==> config.mk <==
export PLATFORM = sky130hd
export DESIGN_NAME = rca_core
export DESIGN_NICKNAME = d
export VERILOG_FILES = /design/src/inc/rca_pkg.sv /design/src/verilog/rca_core.sv /design/src/verilog/rca_alu.sv /design/src/verilog/rca_decode.sv
export VERILOG_INCLUDE_DIRS = /design/src /design/src/inc
export SDC_FILE = /design/constraint.sdc
export NUM_CORES = 1
export LEC_CHECK = 0
export ABC_AREA = 1
export BUFFER_PORTS_ARGS = -buffer_cell sky130_fd_sc_hd__buf_4
export CAP_MARGIN = 15
export CORE_MARGIN = 2
export CORE_UTILIZATION = 42
export CTS_BUF_LIST = sky130_fd_sc_hd__clkbuf_2
export CTS_CLUSTER_DIAMETER = 150
export DETAILED_ROUTE_END_ITERATION = 7
export PLACE_DENSITY_LB_ADDON = 0.25
export SYNTH_ARGS = -nofsm -noshare
export SYNTH_HDL_FRONTEND = slang
export SYNTH_SLANG_ARGS = --single-unit
==> constraint.sdc <==
create_clock -name clk -period 9.7 [get_ports clk]
set_clock_uncertainty 0.2 [all_clocks]
set_input_delay 1.455 -clock clk [delete_from_list [all_inputs] [get_ports clk]]
set_output_delay 1.455 -clock clk [all_outputs]
set_load 0.02 [all_outputs]
==> src/inc/rca_cfg.svh <==
// Constants for the 8-bit core execution datapath
// Function
// - Exactly 36 single-word instructions
// - Single cycle; flow changes take two
// - Opcodes are 12 bits wide
// - One 12-bit word fetched per cycle
// - Fetch next while executing current
// - Cycle is 200 ns at 40 MHz
// - Separate program and data buses
// - Special registers, program counter, in data space
// - Direct and indirect addressing, any register
// - 8-bit add, subtract, shift, logic unit
// - Arithmetic is two's complement
// - Accumulator with file or literal operand
// - Single operand: accumulator or file
// - Accumulator has no data address
// - Update carry, nibble carry, zero flags
// - Subtract: carries are inverted borrows
`ifndef RCA_CFG_SVH
`define RCA_CFG_SVH

// =====================================================================
// Widths
`define IW          12
`define PC_W        9
`define STK_DEPTH   2

// =====================================================================
// Timing
`define CLK_T_NS    25
`define CYC_T_NS    200
`define CLKS_PER_CYC ((`CYC_T_NS + `CLK_T_NS - 1) / `CLK_T_NS)

// =====================================================================
// Data space map (low five address bits, mirrored in every bank)
`define A_IND       5'h00
`define A_PCL       5'h02
`define A_STATUS    5'h03
`define A_FSR       5'h04

// =====================================================================
// Status bit positions and reset values
`define ST_C        0
`define ST_N        1
`define ST_Z        2
`define RST_STATUS  8'h00
`define RST_PC      9'h000
`define NOP_WORD    12'h000

`endif

==> src/inc/rca_pkg.sv <==
// Types shared by the core datapath modules
`include "rca_cfg.svh"
package rca_pkg;

    typedef enum logic [3:0] {
        alu_pass_x, alu_pass_w, alu_add, alu_sub, alu_and, alu_or, alu_xor,
        alu_com, alu_inc, alu_dec, alu_rr, alu_rl, alu_swap, alu_clr,
        alu_bclr, alu_bset
    } rca_alu_e;

    typedef enum logic [2:0] {
        fl_none, fl_skipz, fl_bclr, fl_bset, fl_goto, fl_call, fl_ret, fl_retfie
    } rca_flow_e;

    typedef enum logic [2:0] {
        aux_none, aux_option, aux_sleep, aux_wdt, aux_tris, aux_retfie
    } rca_aux_e;

    typedef struct packed {
        rca_alu_e  alu;
        logic      src_lit;
        logic      dest_f;
        logic      wr_w;
        logic      upd_z;
        logic      upd_cn;
        logic      upd_c;
        logic      set_bank;
        rca_flow_e flow;
        rca_aux_e  aux;
    } rca_dec_s;

    typedef struct packed {
        logic [7:0] addr;
        logic [7:0] wdata;
        logic       we;
    } rca_dm_s;

    typedef struct packed {
        logic       valid;
        rca_aux_e   kind;
        logic [2:0] port;
        logic [7:0] data;
    } rca_aux_s;

endpackage

==> src/verilog/rca_core.sv <==
// Two-stage fetch and execute core with its special registers
`timescale 1ns/100ps
`include "rca_cfg.svh"
module rca_core import rca_pkg::*; (
    input  wire logic             clk,
    input  wire logic             reset,
    output logic [`PC_W-1:0]      pm_addr,
    input  wire logic [`IW-1:0]   pm_rdata,
    output rca_dm_s               dm_req,
    input  wire logic [7:0]       dm_rdata,
    output rca_aux_s              aux,
    output logic                  cycle_tick
);
    localparam logic [2:0] CYC_LAST = 3'(`CLKS_PER_CYC - 1);

    logic [2:0]        phase_ff;
    logic              tick;
    logic [`IW-1:0]    ir_ff;
    logic [`PC_W-1:0]  pc_ff;
    logic [`PC_W-1:0]  nxt_pc;
    logic [`PC_W-1:0]  stack_ff [`STK_DEPTH];
    logic              sp_ff;
    logic [7:0]        w_ff;
    logic [7:0]        status_ff;
    logic [7:0]        nxt_status;
    logic [7:0]        fsr_ff;
    logic [2:0]        bsr_ff;
    rca_dec_s          dec;
    logic [4:0]        f;
    logic [7:0]        ea;
    logic              internal;
    logic [7:0]        fval;
    logic [7:0]        x;
    logic [7:0]        res;
    logic              c_out;
    logic              nib_out;
    logic              z;
    logic              flush;
    logic              push;
    logic              pop;
    logic              wr_ext;

    // =================================================================
    // Instruction cycle divider
    assign tick       = phase_ff == CYC_LAST;
    assign cycle_tick = tick;

    always_ff @(posedge clk) begin
        if (reset || tick) begin
            phase_ff <= 3'h0;
        end else begin
            phase_ff <= phase_ff + 3'h1;
        end
    end

    // =================================================================
    // Decode and operand fetch
    rca_decode u_dec (
        .ir  (ir_ff),
        .dec (dec)
    );

    assign f = ir_ff[4:0];
    // Address zero reads through the pointer register
    assign ea = (f == `A_IND) ? fsr_ff : {bsr_ff, f};
    assign internal = ea[4:0] == `A_IND || ea[4:0] == `A_PCL ||
                      ea[4:0] == `A_STATUS || ea[4:0] == `A_FSR;

    always_comb begin
        case (ea[4:0])
            `A_IND:    fval = 8'h00;
            `A_PCL:    fval = pc_ff[7:0];
            `A_STATUS: fval = status_ff;
            `A_FSR:    fval = fsr_ff;
            default:   fval = dm_rdata;
        endcase
    end

    assign x = dec.src_lit ? ir_ff[7:0] : fval;

    rca_alu u_alu (
        .op      (dec.alu),
        .x       (x),
        .w       (w_ff),
        .cin     (status_ff[`ST_C]),
        .bsel    (ir_ff[7:5]),
        .res     (res),
        .c_out   (c_out),
        .nib_out (nib_out)
    );

    assign z = res == 8'h00;

    // =================================================================
    // Program flow
    always_comb begin
        nxt_pc = pc_ff + 1'b1;
        flush  = 1'b0;
        push   = 1'b0;
        pop    = 1'b0;
        case (dec.flow)
            fl_skipz: flush = z;
            fl_bclr:  flush = !x[ir_ff[7:5]];
            fl_bset:  flush = x[ir_ff[7:5]];
            fl_goto: begin
                nxt_pc = ir_ff[`PC_W-1:0];
                flush  = 1'b1;
            end
            fl_call: begin
                nxt_pc = {1'b0, ir_ff[7:0]};
                push   = 1'b1;
                flush  = 1'b1;
            end
            fl_ret, fl_retfie: begin
                nxt_pc = stack_ff[sp_ff - 1'b1];
                pop    = 1'b1;
                flush  = 1'b1;
            end
            default: ;
        endcase
        // Writing the low program counter byte is a jump
        if (dec.dest_f && ea[4:0] == `A_PCL) begin
            nxt_pc = {1'b0, res};
            flush  = 1'b1;
        end
    end

    // The fetched word is replaced by a no-op so a branch costs a cycle
    always_ff @(posedge clk) begin
        if (reset) begin
            pc_ff <= `RST_PC;
            ir_ff <= `NOP_WORD;
        end else if (tick) begin
            pc_ff <= nxt_pc;
            ir_ff <= flush ? `NOP_WORD : pm_rdata;
        end
    end

    assign pm_addr = pc_ff;

    // Overflow silently wraps and overwrites the oldest return address
    always_ff @(posedge clk) begin
        if (reset) begin
            sp_ff <= 1'b0;
        end else if (tick && push) begin
            stack_ff[sp_ff] <= pc_ff;
            sp_ff           <= sp_ff + 1'b1;
        end else if (tick && pop) begin
            sp_ff <= sp_ff - 1'b1;
        end
    end

    // =================================================================
    // Accumulator, only reached implicitly
    always_ff @(posedge clk) begin
        if (reset) begin
            w_ff <= 8'h00;
        end else if (tick && dec.wr_w) begin
            w_ff <= res;
        end
    end

    // =================================================================
    // Status, pointer and bank registers
    always_comb begin
        nxt_status = status_ff;
        if (dec.dest_f && ea[4:0] == `A_STATUS) begin
            nxt_status = res;
        end
        // Flag updates win over a direct write to status
        if (dec.upd_z) begin
            nxt_status[`ST_Z] = z;
        end
        if (dec.upd_cn) begin
            nxt_status[`ST_C] = c_out;
            nxt_status[`ST_N] = nib_out;
        end
        if (dec.upd_c) begin
            nxt_status[`ST_C] = c_out;
        end
    end

    always_ff @(posedge clk) begin
        if (reset) begin
            status_ff <= `RST_STATUS;
        end else if (tick) begin
            status_ff <= nxt_status;
        end
    end

    always_ff @(posedge clk) begin
        if (reset) begin
            fsr_ff <= 8'h00;
            bsr_ff <= 3'h0;
        end else if (tick) begin
            if (dec.dest_f && ea[4:0] == `A_FSR) begin
                fsr_ff <= res;
            end
            if (dec.set_bank) begin
                bsr_ff <= ir_ff[2:0];
            end
        end
    end

    // =================================================================
    // Data bus, separate from the program bus
    assign wr_ext = tick && dec.dest_f && !internal;

    always_ff @(posedge clk) begin
        if (reset) begin
            dm_req <= '0;
        end else begin
            dm_req.addr <= ea;
            dm_req.we   <= wr_ext;
            if (wr_ext) begin
                dm_req.wdata <= res;
            end
        end
    end

    // =================================================================
    // System commands handed to the surrounding chip
    always_ff @(posedge clk) begin
        if (reset) begin
            aux <= '{kind: aux_none, default: '0};
        end else begin
            aux.valid <= tick && dec.aux != aux_none;
            if (tick && dec.aux != aux_none) begin
                aux.kind <= dec.aux;
                aux.port <= ir_ff[2:0];
                aux.data <= w_ff;
            end
        end
    end

    // =================================================================
    // Checks
    logic [3:0] x_lo;
    logic [3:0] w_lo;
    logic       wr_f;
    assign x_lo = x[3:0];
    assign w_lo = w_ff[3:0];
    assign wr_f = tick && dec.dest_f;
endmodule // rca_core

==> src/verilog/rca_alu.sv <==
// Eight-bit arithmetic and logic unit
`timescale 1ns/100ps
`include "rca_cfg.svh"
module rca_alu import rca_pkg::*; (
    input  wire rca_alu_e   op,
    input  wire logic [7:0] x,
    input  wire logic [7:0] w,
    input  wire logic       cin,
    input  wire logic [2:0] bsel,
    output logic [7:0]      res,
    output logic            c_out,
    output logic            nib_out
);
    logic [4:0] lo;
    logic [8:0] full;

    // =================================================================
    // Operation select
    always_comb begin
        lo      = {1'b0, x[3:0]} + {1'b0, w[3:0]};
        full    = {1'b0, x} + {1'b0, w};
        res     = x;
        c_out   = cin;
        nib_out = 1'b0;
        case (op)
            alu_pass_w: res = w;
            alu_add: begin
                res     = full[7:0];
                c_out   = full[8];
                nib_out = lo[4];
            end
            alu_sub: begin
                // Add the complement plus one, so carries are not-borrows
                lo      = {1'b0, x[3:0]} + {1'b0, ~w[3:0]} + 5'h01;
                full    = {1'b0, x} + {1'b0, ~w} + 9'h001;
                res     = full[7:0];
                c_out   = full[8];
                nib_out = lo[4];
            end
            alu_and:  res = x & w;
            alu_or:   res = x | w;
            alu_xor:  res = x ^ w;
            alu_com:  res = ~x;
            alu_inc:  res = x + 8'h01;
            alu_dec:  res = x - 8'h01;
            alu_rr: begin
                res   = {cin, x[7:1]};
                c_out = x[0];
            end
            alu_rl: begin
                res   = {x[6:0], cin};
                c_out = x[7];
            end
            alu_swap: res = {x[3:0], x[7:4]};
            alu_clr:  res = 8'h00;
            alu_bclr: res = x & ~(8'h01 << bsel);
            alu_bset: res = x | (8'h01 << bsel);
            default:  res = x;
        endcase
    end

endmodule // rca_alu

==> src/verilog/rca_decode.sv <==
// Instruction decoder for the 12-bit instruction word
`timescale 1ns/100ps
`include "rca_cfg.svh"
module rca_decode import rca_pkg::*; (
    input  wire logic [`IW-1:0] ir,
    output rca_dec_s            dec
);
    // =================================================================
    // Decode of the 36 instructions; unused patterns act as no-ops
    always_comb begin
        dec = '{alu: alu_pass_x, flow: fl_none, aux: aux_none, default: 1'b0};
        casez (ir)
            12'b0000_0000_0000: ;
            12'b0000_0000_0010: dec.aux = aux_option;
            12'b0000_0000_0011: dec.aux = aux_sleep;
            12'b0000_0000_0100: dec.aux = aux_wdt;
            12'b0000_0000_01??: dec.aux = aux_tris;
            12'b0000_0001_1110: dec.flow = fl_ret;
            12'b0000_0001_1111: begin
                dec.flow = fl_retfie;
                dec.aux  = aux_retfie;
            end
            12'b0000_0001_0???: dec.set_bank = 1'b1;
            12'b0000_001?_????: begin
                dec.alu    = alu_pass_w;
                dec.dest_f = 1'b1;
            end
            12'b0000_0100_0000: begin
                dec.alu   = alu_clr;
                dec.wr_w  = 1'b1;
                dec.upd_z = 1'b1;
            end
            12'b0000_011?_????: begin
                dec.alu    = alu_clr;
                dec.dest_f = 1'b1;
                dec.upd_z  = 1'b1;
            end
            12'b00??_????_????: begin
                dec.dest_f = ir[5];
                dec.wr_w   = !ir[5];
                dec.upd_z  = 1'b1;
                case (ir[9:6])
                    4'h2: begin
                        dec.alu    = alu_sub;
                        dec.upd_cn = 1'b1;
                    end
                    4'h3: dec.alu = alu_dec;
                    4'h4: dec.alu = alu_or;
                    4'h5: dec.alu = alu_and;
                    4'h6: dec.alu = alu_xor;
                    4'h7: begin
                        dec.alu    = alu_add;
                        dec.upd_cn = 1'b1;
                    end
                    4'h8: dec.alu = alu_pass_x;
                    4'h9: dec.alu = alu_com;
                    4'ha: dec.alu = alu_inc;
                    4'hb: begin
                        dec.alu   = alu_dec;
                        dec.upd_z = 1'b0;
                        dec.flow  = fl_skipz;
                    end
                    4'hc: begin
                        dec.alu   = alu_rr;
                        dec.upd_z = 1'b0;
                        dec.upd_c = 1'b1;
                    end
                    4'hd: begin
                        dec.alu   = alu_rl;
                        dec.upd_z = 1'b0;
                        dec.upd_c = 1'b1;
                    end
                    4'he: begin
                        dec.alu   = alu_swap;
                        dec.upd_z = 1'b0;
                    end
                    4'hf: begin
                        dec.alu   = alu_inc;
                        dec.upd_z = 1'b0;
                        dec.flow  = fl_skipz;
                    end
                    default: begin
                        dec.dest_f = 1'b0;
                        dec.wr_w   = 1'b0;
                        dec.upd_z  = 1'b0;
                    end
                endcase
            end
            12'b0100_????_????: begin
                dec.alu    = alu_bclr;
                dec.dest_f = 1'b1;
            end
            12'b0101_????_????: begin
                dec.alu    = alu_bset;
                dec.dest_f = 1'b1;
            end
            12'b0110_????_????: dec.flow = fl_bclr;
            12'b0111_????_????: dec.flow = fl_bset;
            12'b1000_????_????: begin
                dec.src_lit = 1'b1;
                dec.wr_w    = 1'b1;
                dec.flow    = fl_ret;
            end
            12'b1001_????_????: dec.flow = fl_call;
            12'b101?_????_????: dec.flow = fl_goto;
            12'b11??_????_????: begin
                dec.src_lit = 1'b1;
                dec.wr_w    = 1'b1;
                dec.upd_z   = ir[9:8] != 2'b00;
                case (ir[9:8])
                    2'b01:   dec.alu = alu_or;
                    2'b10:   dec.alu = alu_and;
                    2'b11:   dec.alu = alu_xor;
                    default: dec.alu = alu_pass_x;
                endcase
            end
            default: ;
        endcase
    end

endmodule // rca_decode

==> summary.txt <==
Outcome
  • Status: completed

Clock tree
  • TritonCTS clock tree: yes
  • Clock Tree Buf Depth: 2
  • Hold-fix buffers, CTS: 0
  • Clock tree sinks: 102
  • Skew-Pair Late Insertion Delay: 0.62 ns
  • Post_cts resized: 0
  • CTS buffer count: 9
  • Setup Fix Bufs, Post-CTS: 0
  • Root buf cell: clkbuf_2
  • Htree depth: 3
  • Clock-pin slew on the worst setup and hold paths: 0.28 ns

STA
  • Final WS setup: 3.85 ns
  • RSZ-0062 raised after global routing: no
  • Hold WS: 0.249 ns
  • Final setup viols: 0
  • Pins Over Slew Limit: 0
  • Setup TNS: 0 ns
  • Final period utilization: 60.3%
  • Hold Violations, Final: 0
  • Crit path time final: 5.85 ns
  • Worst-margin pin slew: 0.982 ns
  • Fmax: 0.171 GHz
  • Worst slew margin: 34.0%

Floorplanning
  • DIE AREA: 19300 um2
  • Die span in x: 139 um
  • I/O pin count: 64
  • Die Ht: 139 um
  • Site Rows: 49
  • Starting Density: 42.6%
  • Core ar.: 17900 um2

Power
  • Power density over the cells: 82.5 nW/um2
  • Max rail drop VDD: 81.5 uV
  • Pleak: 0.00393 uW

GRT
  • Number of global-route vias before repair: 7550
  • Pin count of the biggest net entering global routing: 47
  • Initial antenna violation count: 0
  • GRT Resource Usage Total: 26.1%
  • Grt total ovfl: 0
  • First-pass GRT wire length: 40500 um

Worst setup path
  • Worst Path Required: 10.02 ns
  • CP Max Fanout: 12
  • Class of the most critical setup path: reg2reg
  • Setup crit start kind: flop
  • Setup crit end kind: flop
  • Critical path arrival: 6.17 ns

Logic synthesis
  • Syn_area_per_cell: 6.54 um2
  • Synth area leaders: dfxtp_1, nand2_1, inv_1, nor2_1, edfxtp_1
  • Largest area contributor in the netlist: dfxtp_1
  • Mapped Nets: 1221
  • Post-synth cell types: 60
  • Seq/Total Area, Yosys: 29.1%
  • Share of Yosys cell area claimed by the top area cell type: 22.0%
  • Post-synth ARST share: 0%
  • Most used DFF post-synth: dfxtp_1
  • #FFs+latches synth: 102
  • Synthesized cell area: 7630 um2
  • Cells after Synth: 1167
  • Warnings, synthesis: 0
  • Post-synth EDFFs: 18

Placement
  • Final HPWL DP: 19800 um
  • Setup WS pre-CTS: 3.94 ns
  • PortBufs: 63
  • Placer Congestion: 0.998

Detailed routing
  • Post-route DRC: 0
  • Via count: 8180
  • DR WL/cell: 17.7 um
  • Detailed Route Iter0 Violations: 1052
  • Remaining antenna violation count: 0
  • DRT Wirelength: 25500 um
  • DRT Pass-1 Iters: 6
  • Vias/cell: 5.66

Cells and area
  • Fin nets: 1266
  • Ant. Diodes: 0
  • Fillers: 1866
  • Synthesis-to-finish area growth: 9.94%
  • Share of layout cells above drive strength 1: 14.2%

Min path
  • Min-delay worst type: reg2reg

Flow run
  • MaxCap Viol Count: 0
## per-stage QoR
stage               instances  utilization [%]  instance area [um2]  power (uW)
finish                   1446             46.9                 8390         692
global route             1446             46.9                 8390         714
CTS                      1445             46.8                 8380         695
detailed placement       1429             46.2                 8260         480
global placement         1429             46.2                 8260         481
floorplan                1167                -                 7630         465
## layout make-up
class	count	area [um2]	area share (%)
inverters	176	663	7.90
clock inverters	6	67.6	0.805
multi-input cells	859	4620	55.1
well taps	229	287	3.42
flip-flops and latches	102	2220	26.5
repair buffers	64	480	5.73
clock buffers	10	50.0	0.597
## worst max-delay path: stages (launching register included)
cell     delay (ns)
dfxtp_1        0.66
inv_1          0.31
nand3_1        0.28
nor2_2         0.09
nand2_1        0.10
nand4_1        0.11
nor2_2         0.31
nand2_2        0.13
nor2_2         0.19
inv_1          0.11
nor2_1         0.42
inv_1          0.13
fa_1           0.46
nor2_1         0.16
o21ai_0        0.09
nand2_1        0.10
xnor2_1        0.14
o22ai_1        0.12
nor2_1         0.17
nand3_1        0.11
nor2_1         0.51
nand2_1        0.11
nor2_1         0.28
nand3_2        0.28
nand4_1        0.15
nand2_1        0.07
## synthesized netlist by cell type (4+ instances only)
| master | number |
|---|---|
| nor2_2 | 19 |
| o21ai_1 | 7 |
| nor2_4 | 7 |
| nand2_1 | 243 |
| dfxtp_1 | 84 |
| clkbuf_1 | 19 |
| nor2_1 | 150 |
| nand3_4 | 5 |
| clkinv_1 | 4 |
| o31ai_1 | 4 |
| or2_2 | 5 |
| nand2_2 | 19 |
| nor3_1 | 9 |
| o22ai_1 | 13 |
| o211ai_1 | 15 |
| o21ai_0 | 86 |
| nand4_1 | 31 |
| nand3_2 | 8 |
| inv_2 | 15 |
| edfxtp_1 | 18 |
| ha_1 | 29 |
| buf_2 | 5 |
| nand3_1 | 77 |
| a211oi_1 | 13 |
| a21oi_1 | 74 |
| inv_1 | 156 |
## report_power, final
group | switching, uW | leakage [uW] | internal [uW]
sequential | 1.00 | 0.000844 | 433
combinational | 26.6 | 0.00301 | 13.3
clock | 157 | 0.0000706 | 62.2
total | 184 | 0.00393 | 508
## cells by family (layout without fill, tap and decap cells)
family | after synthesis | count (layout) | share of synthesized area [%]
fa+ha+maj | 32 | 32 | 5.54
mux | 1 | 1 | 0.131
flops | 102 | 102 | 29.1
simple gates | 587 | 587 | 36.4
compound gates | 234 | 234 | 17.7
buf+inv | 206 | 256 | 10.5
xor+xnor | 5 | 5 | 0.574
## registers in the layout, summed over array words and instances, names as in the netlist
register   cells
stack_ff      18
dm_req        17
aux           15
ir_ff         12
pm_addr        9
fsr_ff         8
status_ff      8
w_ff           8
bsr_ff         3
phase_ff       3
sp_ff          1
## final timing paths
| path | start | end | slack [ns] | cells past startpoint |
|---|---|---|---|---|
| setup reg to reg | ir_ff[7] | ir_ff[7] | 3.85 | 25 |
| setup / recovery | ir_ff[7] | ir_ff[7] | 3.85 | 25 |
| hold / removal | phase_ff[0] | phase_ff[0] | 0.25 | 1 |
| hold reg to reg | phase_ff[0] | phase_ff[0] | 0.25 | 1 |
## per-layer routing
layer / vias up / share of wire, % / wire length [um] / track usage (%)
li1: 3944 / - / - / -
met1: 3693 / 44 / 11200 / 36.6
met2: 462 / 43 / 11100 / 40.8
met3: 81 / 9.0 / 2300 / 4.32
met4: 0 / 3.9 / 988 / 9.09
met5: - / 0 / 0 / 0
## cell usage in the layout (no fill, tap or decap), types with 9 or more instances in the layout
cell type  count
o21ai_0       86
a21oi_1       74
o211ai_1      15
nor2_1       150
dfxtp_1       84
edfxtp_1      18
a211oi_1      13
nand3_1       77
ha_1          29
buf_4         64
nor2_2        19
nand2_2       19
clkbuf_2      10
nand2_1      243
inv_2         15
nor3_1         9
nand4_1       31
inv_1        156
o22ai_1       13
(Power assumes the default switching activity.)
